**config.mk**
```make
export PLATFORM = sky130hd
export DESIGN_NAME = ssq_sequencer
export DESIGN_NICKNAME = d
export VERILOG_FILES = /design/src/hw/ssq_pkg.sv /design/src/hw/ssq_sync.sv /design/src/hw/ssq_sequencer.sv
export SDC_FILE = /design/constraint.sdc
export NUM_CORES = 1
export LEC_CHECK = 0
export ABC_AREA = 0
export BUFFER_PORTS_ARGS = -buffer_cell sky130_fd_sc_hd__buf_2
export CORE_ASPECT_RATIO = 0.7
export CORE_UTILIZATION = 64
export DETAILED_ROUTE_END_ITERATION = 8
export GPL_TIMING_DRIVEN = 0
export PLACE_DENSITY_LB_ADDON = 0.25
export SLEW_MARGIN = 20
export SYNTH_ARGS = -nofsm -noshare
export SYNTH_HDL_FRONTEND = slang
export SYNTH_SLANG_ARGS = --single-unit
export TNS_END_PERCENT = 10
```
**constraint.sdc**
```tcl
create_clock -name clk -period 3.73 [get_ports clk]
set_input_delay 0.373 -clock clk [delete_from_list [all_inputs] [get_ports clk]]
set_output_delay 0.373 -clock clk [all_outputs]
set_load 0.02 [all_outputs]
```
**src/hw/ssq_pkg.sv**
```systemverilog
// Constants and types shared by the smoke test and mode sequencer
package ssq_pkg;

	localparam int  CLK_PERIOD_NS     = 8;
	// Internal oscillator period and its length in system clocks
	localparam real OSC_PERIOD_MS     = 10.5;
	localparam int  OSC_TICK_CYC      = $rtoi(OSC_PERIOD_MS * 1.0e6 / CLK_PERIOD_NS);
	// Emitter pulse width
	localparam int  IR_WIDTH_US       = 105;
	localparam int  IR_WIDTH_CYC      = IR_WIDTH_US * 1000 / CLK_PERIOD_NS;
	// Emitter pacing during the push-button test, in oscillator cycles
	localparam real TEST_PACE_MS      = 336.0;
	localparam int  TEST_PACE_TICKS   = $rtoi(TEST_PACE_MS / OSC_PERIOD_MS);
	// Standby smoke test pacing and the slot of the supply check in it
	localparam int  STBY_PACE_TICKS   = 32;
	localparam int  LS_SLOT_TICK      = 16;
	localparam int  PACE_W            = 6;
	// Pulses before the test verdict and before leaving the alarm
	localparam int  TEST_DECIDE_PULSES = 2;
	localparam int  REL_EXIT_PULSES   = 2;
	localparam int  PULSE_CNT_W       = 2;

	// Reset values of the pin drivers
	localparam logic RST_IND_OE       = 1'b0;
	localparam logic RST_STROBE_N     = 1'b1;

	typedef enum logic [1:0] {
		SSQ_M_STANDBY = 2'b00,
		SSQ_M_TEST    = 2'b01,
		SSQ_M_RELEASE = 2'b11,
		SSQ_M_CAL     = 2'b10
	} ssq_mode_e;

	typedef enum logic [1:0] {
		SSQ_E_IDLE  = 2'b00,
		SSQ_E_BLANK = 2'b01,
		SSQ_E_FIRE  = 2'b11,
		SSQ_E_TAIL  = 2'b10
	} ssq_emit_e;

	// Pin-level inputs, all asynchronous to clk
	typedef struct packed {
		logic test_high;
		logic cal_pull;
		logic test_float;
		logic smoke;
		logic io_line;
	} ssq_pin_in_s;

	localparam int PIN_IN_W = $bits(ssq_pin_in_s);

endpackage : ssq_pkg

```
**src/hw/ssq_sync.sv**
```systemverilog
// Two-stage synchroniser for a group of asynchronous pin levels
`timescale 1ns/1ps
module ssq_sync #(
	parameter int WIDTH = 1
) (
	input  wire logic             clk,
	input  wire logic             sys_rst,
	input  wire logic [WIDTH-1:0] async_in,
	output logic      [WIDTH-1:0] sync_out
);
	logic [WIDTH-1:0] meta_ff;

	// First stage feeds only the second stage
	always_ff @(posedge clk) begin
		if (sys_rst) begin
			meta_ff  <= '0;
			sync_out <= '0;
		end else begin
			meta_ff  <= async_in;
			sync_out <= meta_ff;
		end
	end
endmodule : ssq_sync

```
**src/hw/ssq_sequencer.sv**
```systemverilog
// Smoke detector indicator, push-button test and calibration sequencer
`timescale 1ns/1ps
module ssq_sequencer
	import ssq_pkg::*;
#(
	parameter int OSC_TICK_CYC_P = ssq_pkg::OSC_TICK_CYC,
	parameter int IR_WIDTH_CYC_P = ssq_pkg::IR_WIDTH_CYC
) (
	input  wire logic                clk,
	input  wire logic                sys_rst,
	input  wire ssq_pkg::ssq_pin_in_s pins_in,
	output logic                     status_indicator_out,
	output logic                     status_indicator_oe,
	output logic                     ir_emitter_drive,
	output logic                     high_gain_capacitor,
	output logic                     strobe_n,
	output logic                     horn_drive,
	output logic                     io_line_out,
	output logic                     io_line_oe,
	output logic                     low_supply_load
);
	import ssq_pkg::*;

	localparam int TICK_W = $clog2(OSC_TICK_CYC_P + 1);
	localparam int IR_W   = $clog2(IR_WIDTH_CYC_P + 1);

	ssq_pin_in_s             pins_s;
	logic [TICK_W-1:0]       tick_cnt_ff;
	logic                    osc_tick;
	ssq_mode_e               mode_ff;
	ssq_emit_e               emit_ff;
	ssq_emit_e               nxt_emit;
	logic [IR_W-1:0]         ir_cnt_ff;
	logic [PACE_W-1:0]       pace_cnt_ff;
	logic [PULSE_CNT_W-1:0]  pulse_cnt_ff;
	logic                    emit_req;
	logic                    res_valid;
	logic                    local_smoke_ff;
	logic                    remote_ff;
	logic                    test_alarm_ff;
	logic                    test_fail_ff;
	logic                    alarm;
	logic                    ind_want;
	logic                    horn_want;

	// Pull-down is analog; an open pin reads low here
	ssq_sync #(
		.WIDTH    (PIN_IN_W)
	) u_sync (
		.clk      (clk),
		.sys_rst  (sys_rst),
		.async_in (pins_in),
		.sync_out (pins_s)
	);

	// Oscillator cycle stand-in derived from the system clock
	assign osc_tick = (tick_cnt_ff == TICK_W'(OSC_TICK_CYC_P - 1));

	always_ff @(posedge clk) begin
		if (sys_rst || osc_tick) begin
			tick_cnt_ff <= '0;
		end else begin
			tick_cnt_ff <= tick_cnt_ff + TICK_W'(1);
		end
	end

	// Emitter requests per mode
	always_comb begin
		emit_req = 1'b0;
		if (osc_tick) begin
			unique case (mode_ff)
				SSQ_M_CAL:     emit_req = 1'b1;
				SSQ_M_STANDBY: emit_req = (pace_cnt_ff == '0);
				SSQ_M_TEST,
				SSQ_M_RELEASE: emit_req = (pace_cnt_ff == '0);
			endcase
		end
	end

	// Blank, fire, tail: indicator, horn and supply load go quiet one clock before and after the pulse
	always_comb begin
		nxt_emit = emit_ff;
		unique case (emit_ff)
			SSQ_E_IDLE:  if (emit_req) nxt_emit = SSQ_E_BLANK;
			SSQ_E_BLANK: nxt_emit = SSQ_E_FIRE;
			SSQ_E_FIRE:  if (ir_cnt_ff == IR_W'(IR_WIDTH_CYC_P - 1)) nxt_emit = SSQ_E_TAIL;
			SSQ_E_TAIL:  nxt_emit = SSQ_E_IDLE;
		endcase
	end

	always_ff @(posedge clk) begin
		if (sys_rst) begin
			emit_ff <= SSQ_E_IDLE;
		end else begin
			emit_ff <= nxt_emit;
		end
	end

	always_ff @(posedge clk) begin
		if (sys_rst || emit_ff != SSQ_E_FIRE) begin
			ir_cnt_ff <= '0;
		end else begin
			ir_cnt_ff <= ir_cnt_ff + IR_W'(1);
		end
	end

	// Smoke comparator is read at the end of the pulse
	assign res_valid = (emit_ff == SSQ_E_FIRE) && (nxt_emit == SSQ_E_TAIL);

	// Mode sequencing
	always_ff @(posedge clk) begin
		if (sys_rst) begin
			mode_ff <= SSQ_M_STANDBY;
		end else if (osc_tick && mode_ff != SSQ_M_CAL && pins_s.cal_pull) begin
			mode_ff <= SSQ_M_CAL;
		end else if (osc_tick) begin
			unique case (mode_ff)
				SSQ_M_STANDBY: if (pins_s.test_high) mode_ff <= SSQ_M_TEST;
				SSQ_M_TEST:    if (!pins_s.test_high) mode_ff <= SSQ_M_RELEASE;
				SSQ_M_RELEASE: if (pins_s.test_high) mode_ff <= SSQ_M_TEST;
				SSQ_M_CAL:     if (pins_s.test_float) mode_ff <= SSQ_M_STANDBY;
			endcase
		end else if (mode_ff == SSQ_M_RELEASE && res_valid &&
			pulse_cnt_ff == PULSE_CNT_W'(REL_EXIT_PULSES - 1)) begin
			mode_ff <= SSQ_M_STANDBY;
		end
	end

	// Pace counter restarts on entry to test from standby and on entry to release, so the first test pulse
	// lands one oscillator cycle after the button is seen
	always_ff @(posedge clk) begin
		if (sys_rst) begin
			pace_cnt_ff <= '0;
		end else if (osc_tick) begin
			if ((mode_ff == SSQ_M_STANDBY && pins_s.test_high) ||
				(mode_ff == SSQ_M_TEST && !pins_s.test_high)) begin
				pace_cnt_ff <= '0;
			end else if (mode_ff == SSQ_M_STANDBY) begin
				pace_cnt_ff <= (pace_cnt_ff == PACE_W'(STBY_PACE_TICKS - 1)) ?
					'0 : pace_cnt_ff + PACE_W'(1);
			end else begin
				pace_cnt_ff <= (pace_cnt_ff == PACE_W'(TEST_PACE_TICKS - 1)) ?
					'0 : pace_cnt_ff + PACE_W'(1);
			end
		end
	end

	// Pulses counted since entering test or release
	always_ff @(posedge clk) begin
		if (sys_rst) begin
			pulse_cnt_ff <= '0;
		end else if (osc_tick && ((mode_ff != SSQ_M_TEST && pins_s.test_high) ||
			(mode_ff == SSQ_M_TEST && !pins_s.test_high))) begin
			pulse_cnt_ff <= '0;
		end else if (res_valid && pulse_cnt_ff != '1) begin
			pulse_cnt_ff <= pulse_cnt_ff + PULSE_CNT_W'(1);
		end
	end

	// Test verdict after the second pulse
	always_ff @(posedge clk) begin
		if (sys_rst || mode_ff == SSQ_M_STANDBY || mode_ff == SSQ_M_CAL) begin
			test_alarm_ff <= 1'b0;
			test_fail_ff  <= 1'b0;
		end else if (mode_ff == SSQ_M_TEST && res_valid &&
			pulse_cnt_ff == PULSE_CNT_W'(TEST_DECIDE_PULSES - 1)) begin
			test_alarm_ff <= pins_s.smoke;
			test_fail_ff  <= !pins_s.smoke;
		end
	end

	always_ff @(posedge clk) begin
		if (sys_rst || mode_ff != SSQ_M_STANDBY) begin
			local_smoke_ff <= 1'b0;
		end else if (res_valid) begin
			local_smoke_ff <= pins_s.smoke;
		end
	end

	// Our own drive would read back as remote smoke, so it is masked
	always_ff @(posedge clk) begin
		if (sys_rst || mode_ff == SSQ_M_CAL) begin
			remote_ff <= 1'b0;
		end else if (osc_tick && !io_line_oe) begin
			remote_ff <= pins_s.io_line;
		end
	end

	assign alarm = local_smoke_ff || remote_ff || test_alarm_ff;

	always_comb begin
		unique case (mode_ff)
			SSQ_M_STANDBY: ind_want = !local_smoke_ff;
			SSQ_M_TEST,
			SSQ_M_RELEASE: ind_want = test_fail_ff;
			SSQ_M_CAL:     ind_want = 1'b1;
		endcase
	end

	assign horn_want = alarm && (mode_ff != SSQ_M_CAL);

	// Pin drivers; indicator and horn drop for the whole pulse plus one clock either side,
	// about 105 us, far too short to be seen or heard
	always_ff @(posedge clk) begin
		if (sys_rst) begin
			status_indicator_out <= 1'b0;
			status_indicator_oe  <= RST_IND_OE;
			horn_drive           <= 1'b0;
		end else begin
			status_indicator_out <= 1'b0;
			status_indicator_oe  <= ind_want && (nxt_emit == SSQ_E_IDLE);
			horn_drive           <= horn_want && (nxt_emit == SSQ_E_IDLE);
		end
	end

	always_ff @(posedge clk) begin
		if (sys_rst) begin
			ir_emitter_drive <= 1'b0;
		end else begin
			ir_emitter_drive <= (nxt_emit == SSQ_E_FIRE);
		end
	end

	always_ff @(posedge clk) begin
		if (sys_rst) begin
			strobe_n <= RST_STROBE_N;
		end else begin
			strobe_n <= !((mode_ff == SSQ_M_CAL) || (nxt_emit != SSQ_E_IDLE));
		end
	end

	always_ff @(posedge clk) begin
		if (sys_rst) begin
			high_gain_capacitor <= 1'b0;
		end else begin
			high_gain_capacitor <= (mode_ff == SSQ_M_TEST);
		end
	end

	always_ff @(posedge clk) begin
		if (sys_rst) begin
			io_line_out <= 1'b0;
			io_line_oe  <= 1'b0;
		end else begin
			io_line_out <= 1'b1;
			io_line_oe  <= (local_smoke_ff || test_alarm_ff) && (mode_ff != SSQ_M_CAL);
		end
	end

	// Supply load sits mid-way between standby smoke tests
	always_ff @(posedge clk) begin
		if (sys_rst) begin
			low_supply_load <= 1'b0;
		end else begin
			low_supply_load <= (mode_ff == SSQ_M_STANDBY) && !alarm &&
				(pace_cnt_ff == PACE_W'(LS_SLOT_TICK)) && (nxt_emit == SSQ_E_IDLE);
		end
	end

	logic [IR_W:0] ir_hi_cnt_ff;
	always_ff @(posedge clk) begin
		if (sys_rst || !ir_emitter_drive) begin
			ir_hi_cnt_ff <= '0;
		end else begin
			ir_hi_cnt_ff <= ir_hi_cnt_ff + (IR_W+1)'(1);
		end
	end
endmodule : ssq_sequencer

```
==> impl.org <==
** Outcome
- The flow ran to the end, but the final reports show violations.
- Violations in the final reports :: DRC

** Min path
- In this run the most critical hold path is launched from pins_in[0].
- The tightest min-delay check is of the input port to flop type.
- Number of cells traversed by the worst hold path :: 2
- The worst hold path terminates at u_sync.meta_ff[0]$_SDFF_PP0_.

** STA
- Adding up every negative setup slack in the final design gives 0 ps.
- Worst Max-Slew Pin Slew :: 511 ps
- Tmin final :: 2240 ps
- Final setup violation count :: 0
- For this run, the top clock speed supported by timing is 447 MHz.
- Setup repair after global routing left no endpoint under its margin.
- The final count of pins violating max slew is 0.
- Share of the clock period used by the worst path :: 59.9%
- Clock tree skew after final layout :: 6.88 ps
- Worst slew margin :: 66.0%
- The final count of hold timing violations came to 0.

** Worst setup path
- The cell family contributing the most delay on the critical path is simple AND/OR/NAND/NOR gates.
- Measured in cells, the most critical reg-to-reg path has a length of 7.
- Worst r2r dst :: pulse_cnt_ff[0]$_SDFFE_PP0P_
- STA classifies the critical path endpoint as a flop.
- The worst setup path is of the flop to flop kind.
- In this run the critical register-to-register path is launched from tick_cnt_ff[0]$_SDFF_PP0_.
- In this run the worst path has a maximum fanout of 10.
- For this run, the slowest stage of the critical path takes 420 ps.
- Chain of cells forming the critical path :: ha_1 -> nor4b_1 -> nand2_1 -> nor2_1 -> clkbuf_1 -> nor2_1 -> o21a_1
- STA classifies the critical path startpoint as a flop.
- For the worst setup path, the data arrival time is 2480 ps.
- Slowest stage cell on the critical path :: sky130_fd_sc_hd__clkbuf_1
- Counting both buffers and inverters, the worst setup path holds a total of 1.
- Most used cell along the critical path :: sky130_fd_sc_hd__nor2_1
- Endpoint required time on the critical path :: 3970 ps
- In this run the register-to-register setup slack is 1490 ps.

** Synthesis
- Number of warnings reported in the yosys synthesis log :: 0
- Synthesized netlist cell count :: 329
- sky130_fd_sc_hd__dfxtp_1 takes more of the synthesized area than any other cell.
- After Yosys synthesis, full adders, half adders and majority gates account for 5.81% of the synthesized area.
- Post-synth cell types :: 48
- The cell area that synthesis handed to floorplanning was 0.00302 mm².
- Synth Register Bits :: 69
- Top cells by area in the synthesized netlist :: sky130_fd_sc_hd__dfxtp_1 46%, sky130_fd_sc_hd__xnor2_1 6.7%, sky130_fd_sc_hd__nor2_1 5.8%, sky130_fd_sc_hd__ha_1 5.8%, sky130_fd_sc_hd__nor2b_1 2.7%
- The synthesized netlist devotes 8.05% of its cell area to compound gates.
- Post-Synth Simple-Gate Area :: 26.0%
- Async set or reset register ratio after synthesis :: 0%
- EDFF count, synth :: 0
- Synth Net Count :: 350
- Of the total synthesized cell area, the portion taken by XOR and XNOR cells is 9.00%.
- Top cell type's share of synthesized area :: 45.8%
- Post-Syn Area per Cell :: 9.17 µm²
- Largest family of logic cells by synthesized area :: simple AND/OR/NAND/NOR gates
- Most frequently used flop master after synthesis :: sky130_fd_sc_hd__dfxtp_1
- Sequential elements use 45.8% of the synthesized area.
- The portion of synthesized area spent on multiplexers is 1.66%.

** Floorplan
- The floorplan step defined a die boundary enclosing 0.00500 mm².
- The initial utilization of the core area, before any placement, comes to 68.1%.
- The floorplan step set the die height to 59.4 µm.
- Die Width :: 84.1 µm
- Top-level I/O count :: 16
- The core region is 0.00443 mm².
- Number of rows created at floorplan :: 20

** Detailed routing
- Wirelength, routed :: 6.01 mm
- Post-DR vias/cell :: 5.71
- DR vias :: 2358
- The pre-antenna-repair detailed-routing pass consisted of 7 iterations.
- DRC Markers :: 4
- In this run the remaining antenna-violating nets after routing total 0.
- In the final routed layout, each cell accounts on average for 14.5 µm.
- Count of routing violations after the opening detailed-route iteration :: 155

** Clock tree
- Gates resized during post-CTS repair numbered 0.
- In this run, CTS created clock tree buffers numbering 9.
- Clock-pin slew was measured on the worst setup and hold paths at 70 ps.
- Source-to-sink clock delay at the later pin of the worst-skew pair :: 350 ps
- Clk sink count :: 69
- The H-tree generated during clock tree synthesis spans 3 levels.
- Clock tree from TritonCTS :: built
- Maximum buffer depth of the clock tree :: 2
- Number of setup buffers added after CTS :: 0
- Clock Tree Root :: sky130_fd_sc_hd__clkbuf_8
- Count of hold-fix buffers inserted at cts :: 0

** Placement
- Quantity of I/O buffers inserted on ports :: 13
- Estimated wirelength of the detail-placed design :: 4.34 mm
- Placer Congestion :: 0.840

** Global route
- The via count of the first global-routing pass is 2103.
- Tot GR Track Use :: 27.1%
- The initial antenna violation count is 0.
- Wire length of the first global-routing pass :: 10.1 mm
- Pin count of the biggest net entering global routing :: 12
- Global route overflow :: 0

** Pwr
- Overall power consumption after layout is estimated at 1510 µW.
- In this run the static leakage power is 0.00128 µW.
- IR analysis of the VDD net gives a maximum drop of 0.000305 V.
- Dividing total power by cell area gives a power density of 446 mW/mm².

** Run
- Across the run, the number of max-cap violations was 0.

** Finish
- At the end of the flow, the number of nets in the layout was 374.
- At the end of the flow the core is filled with cells to 76.6%.
- In the final layout, the share of cells above drive strength 1 is 9.78%.
- 0 antenna diodes ended up in the layout.
- From synthesis to final layout, the design area changed by 12.4%.
-- layout make-up --
cell class                 count  area (µm²)
multi-input combinational    232        1530
sequential                    69        1380
fill                         315        1040
clock buffer                  12         145
clock inverter                 4        95.1
tap                           55        68.8
inverter                      18        67.6
timing repair buffer          13        65.1
buffer                        10        41.3
-- worst register-to-register path: stages, from the launching register on --
cell                       delay (ps)
sky130_fd_sc_hd__dfxtp_1          360
sky130_fd_sc_hd__ha_1             240
sky130_fd_sc_hd__nor4b_1          240
sky130_fd_sc_hd__nand2_1          230
sky130_fd_sc_hd__nor2_1           260
sky130_fd_sc_hd__clkbuf_1         420
sky130_fd_sc_hd__nor2_1           170
sky130_fd_sc_hd__o21a_1           220
-- synthesized netlist by cell type (2+ instances only) --
library cell / n
sky130_fd_sc_hd__nor2b_1: 13
sky130_fd_sc_hd__inv_1: 18
sky130_fd_sc_hd__nand2_1: 16
sky130_fd_sc_hd__nor4b_1: 2
sky130_fd_sc_hd__and2_1: 2
sky130_fd_sc_hd__dfxtp_1: 69
sky130_fd_sc_hd__nor3_1: 12
sky130_fd_sc_hd__a21o_1: 2
sky130_fd_sc_hd__nand4_1: 7
sky130_fd_sc_hd__and3_1: 7
sky130_fd_sc_hd__nor4bb_1: 2
sky130_fd_sc_hd__a21oi_1: 9
sky130_fd_sc_hd__nor2_1: 47
sky130_fd_sc_hd__nand3_1: 13
sky130_fd_sc_hd__nand3b_1: 2
sky130_fd_sc_hd__clkbuf_1: 9
sky130_fd_sc_hd__o21ai_0: 6
sky130_fd_sc_hd__nor3b_1: 3
sky130_fd_sc_hd__a211oi_1: 2
sky130_fd_sc_hd__mux2i_1: 5
sky130_fd_sc_hd__or3_1: 6
sky130_fd_sc_hd__nor4_1: 5
sky130_fd_sc_hd__ha_1: 14
sky130_fd_sc_hd__xor2_1: 8
sky130_fd_sc_hd__xnor2_1: 23
sky130_fd_sc_hd__o21a_1: 4
sky130_fd_sc_hd__and4_1: 2
-- how the worst max path moves through the flow --
stage / from / to / slack [ps] / cells past startpoint
after floorplan: ir_cnt_ff[7]$_SDFF_PP0_ / test_fail_ff$_SDFFE_PP0P_ / 1740 / 5
after global placement: tick_cnt_ff[0]$_SDFF_PP0_ / pulse_cnt_ff[0]$_SDFFE_PP0P_ / 1570 / 7
after detailed placement: tick_cnt_ff[0]$_SDFF_PP0_ / pulse_cnt_ff[0]$_SDFFE_PP0P_ / 1510 / 7
after CTS: tick_cnt_ff[0]$_SDFF_PP0_ / pulse_cnt_ff[0]$_SDFFE_PP0P_ / 1500 / 7
after global routing: tick_cnt_ff[0]$_SDFF_PP0_ / pulse_cnt_ff[0]$_SDFFE_PP0P_ / 1220 / 7
final: tick_cnt_ff[0]$_SDFF_PP0_ / pulse_cnt_ff[0]$_SDFFE_PP0P_ / 1490 / 7
-- placed cells by master, fill, tap and decap left out, types with 4 or more instances in the layout --
cell	n
sky130_fd_sc_hd__dfxtp_1	69
sky130_fd_sc_hd__nor2_1	47
sky130_fd_sc_hd__xnor2_1	23
sky130_fd_sc_hd__inv_1	18
sky130_fd_sc_hd__nand2_1	16
sky130_fd_sc_hd__ha_1	14
sky130_fd_sc_hd__nand3_1	13
sky130_fd_sc_hd__nor2b_1	13
sky130_fd_sc_hd__buf_2	13
sky130_fd_sc_hd__nor3_1	12
sky130_fd_sc_hd__clkbuf_1	11
sky130_fd_sc_hd__clkbuf_8	10
sky130_fd_sc_hd__a21oi_1	9
sky130_fd_sc_hd__xor2_1	8
sky130_fd_sc_hd__nand4_1	7
sky130_fd_sc_hd__and3_1	7
sky130_fd_sc_hd__or3_1	6
sky130_fd_sc_hd__o21ai_0	6
sky130_fd_sc_hd__nor4_1	5
sky130_fd_sc_hd__mux2i_1	5
sky130_fd_sc_hd__o21a_1	4
-- registers in the layout, summed over array words and instances (netlist names) --
register and count:
emit_ff 2, high_gain_capacitor 1, horn_drive 1, io_line_oe 1, io_line_out 1, ir_cnt_ff 14
ir_emitter_drive 1, local_smoke_ff 1, low_supply_load 1, mode_ff 2, pace_cnt_ff 6, pulse_cnt_ff 2
remote_ff 1, status_indicator_oe 1, strobe_n 1, test_alarm_ff 1, test_fail_ff 1, tick_cnt_ff 21
u_sync.meta_ff 5, u_sync.sync_out 5
-- stage by stage --
| stage | hold WS, ps | cell area [µm²] | std cells | setup slack [ps] |
|---|---|---|---|---|
| floorplan | 413 | 3020 | 329 | 1740 |
| global placement | 415 | 3150 | 397 | 1570 |
| detailed placement | 420 | 3150 | 397 | 1510 |
| CTS | 226 | 3390 | 413 | 1500 |
| global route | 229 | 3390 | 413 | 1220 |
| finish | 245 | 3390 | 413 | 1490 |
-- cells by family after synthesis --
logic type | Yosys count
and+or+nand+nor | 146
DFF | 69
AOI/OAI and AO/OA | 35
xor gates and xnor gates | 31
buffers and inverters | 28
adders and majority gates | 14
muxes | 5
other | 1
-- power breakdown --
group,switching [µW],total [µW],internal (µW)
Combinational,22.3,35.8,13.5
Clock,266,728,462
Sequential,4.54,750,745
Total,293,1510,1220
-- per-layer routing --
layer  GRT usage [%]  up-vias  wire length [µm]
met4            9.36        0                79
li1                -     1167                 -
met1            37.3     1118              3080
met2            39.7       63              2500
met5               0        -                 0
met3            9.33       10               356
Note: power is estimated with default switching activity, not from simulation.
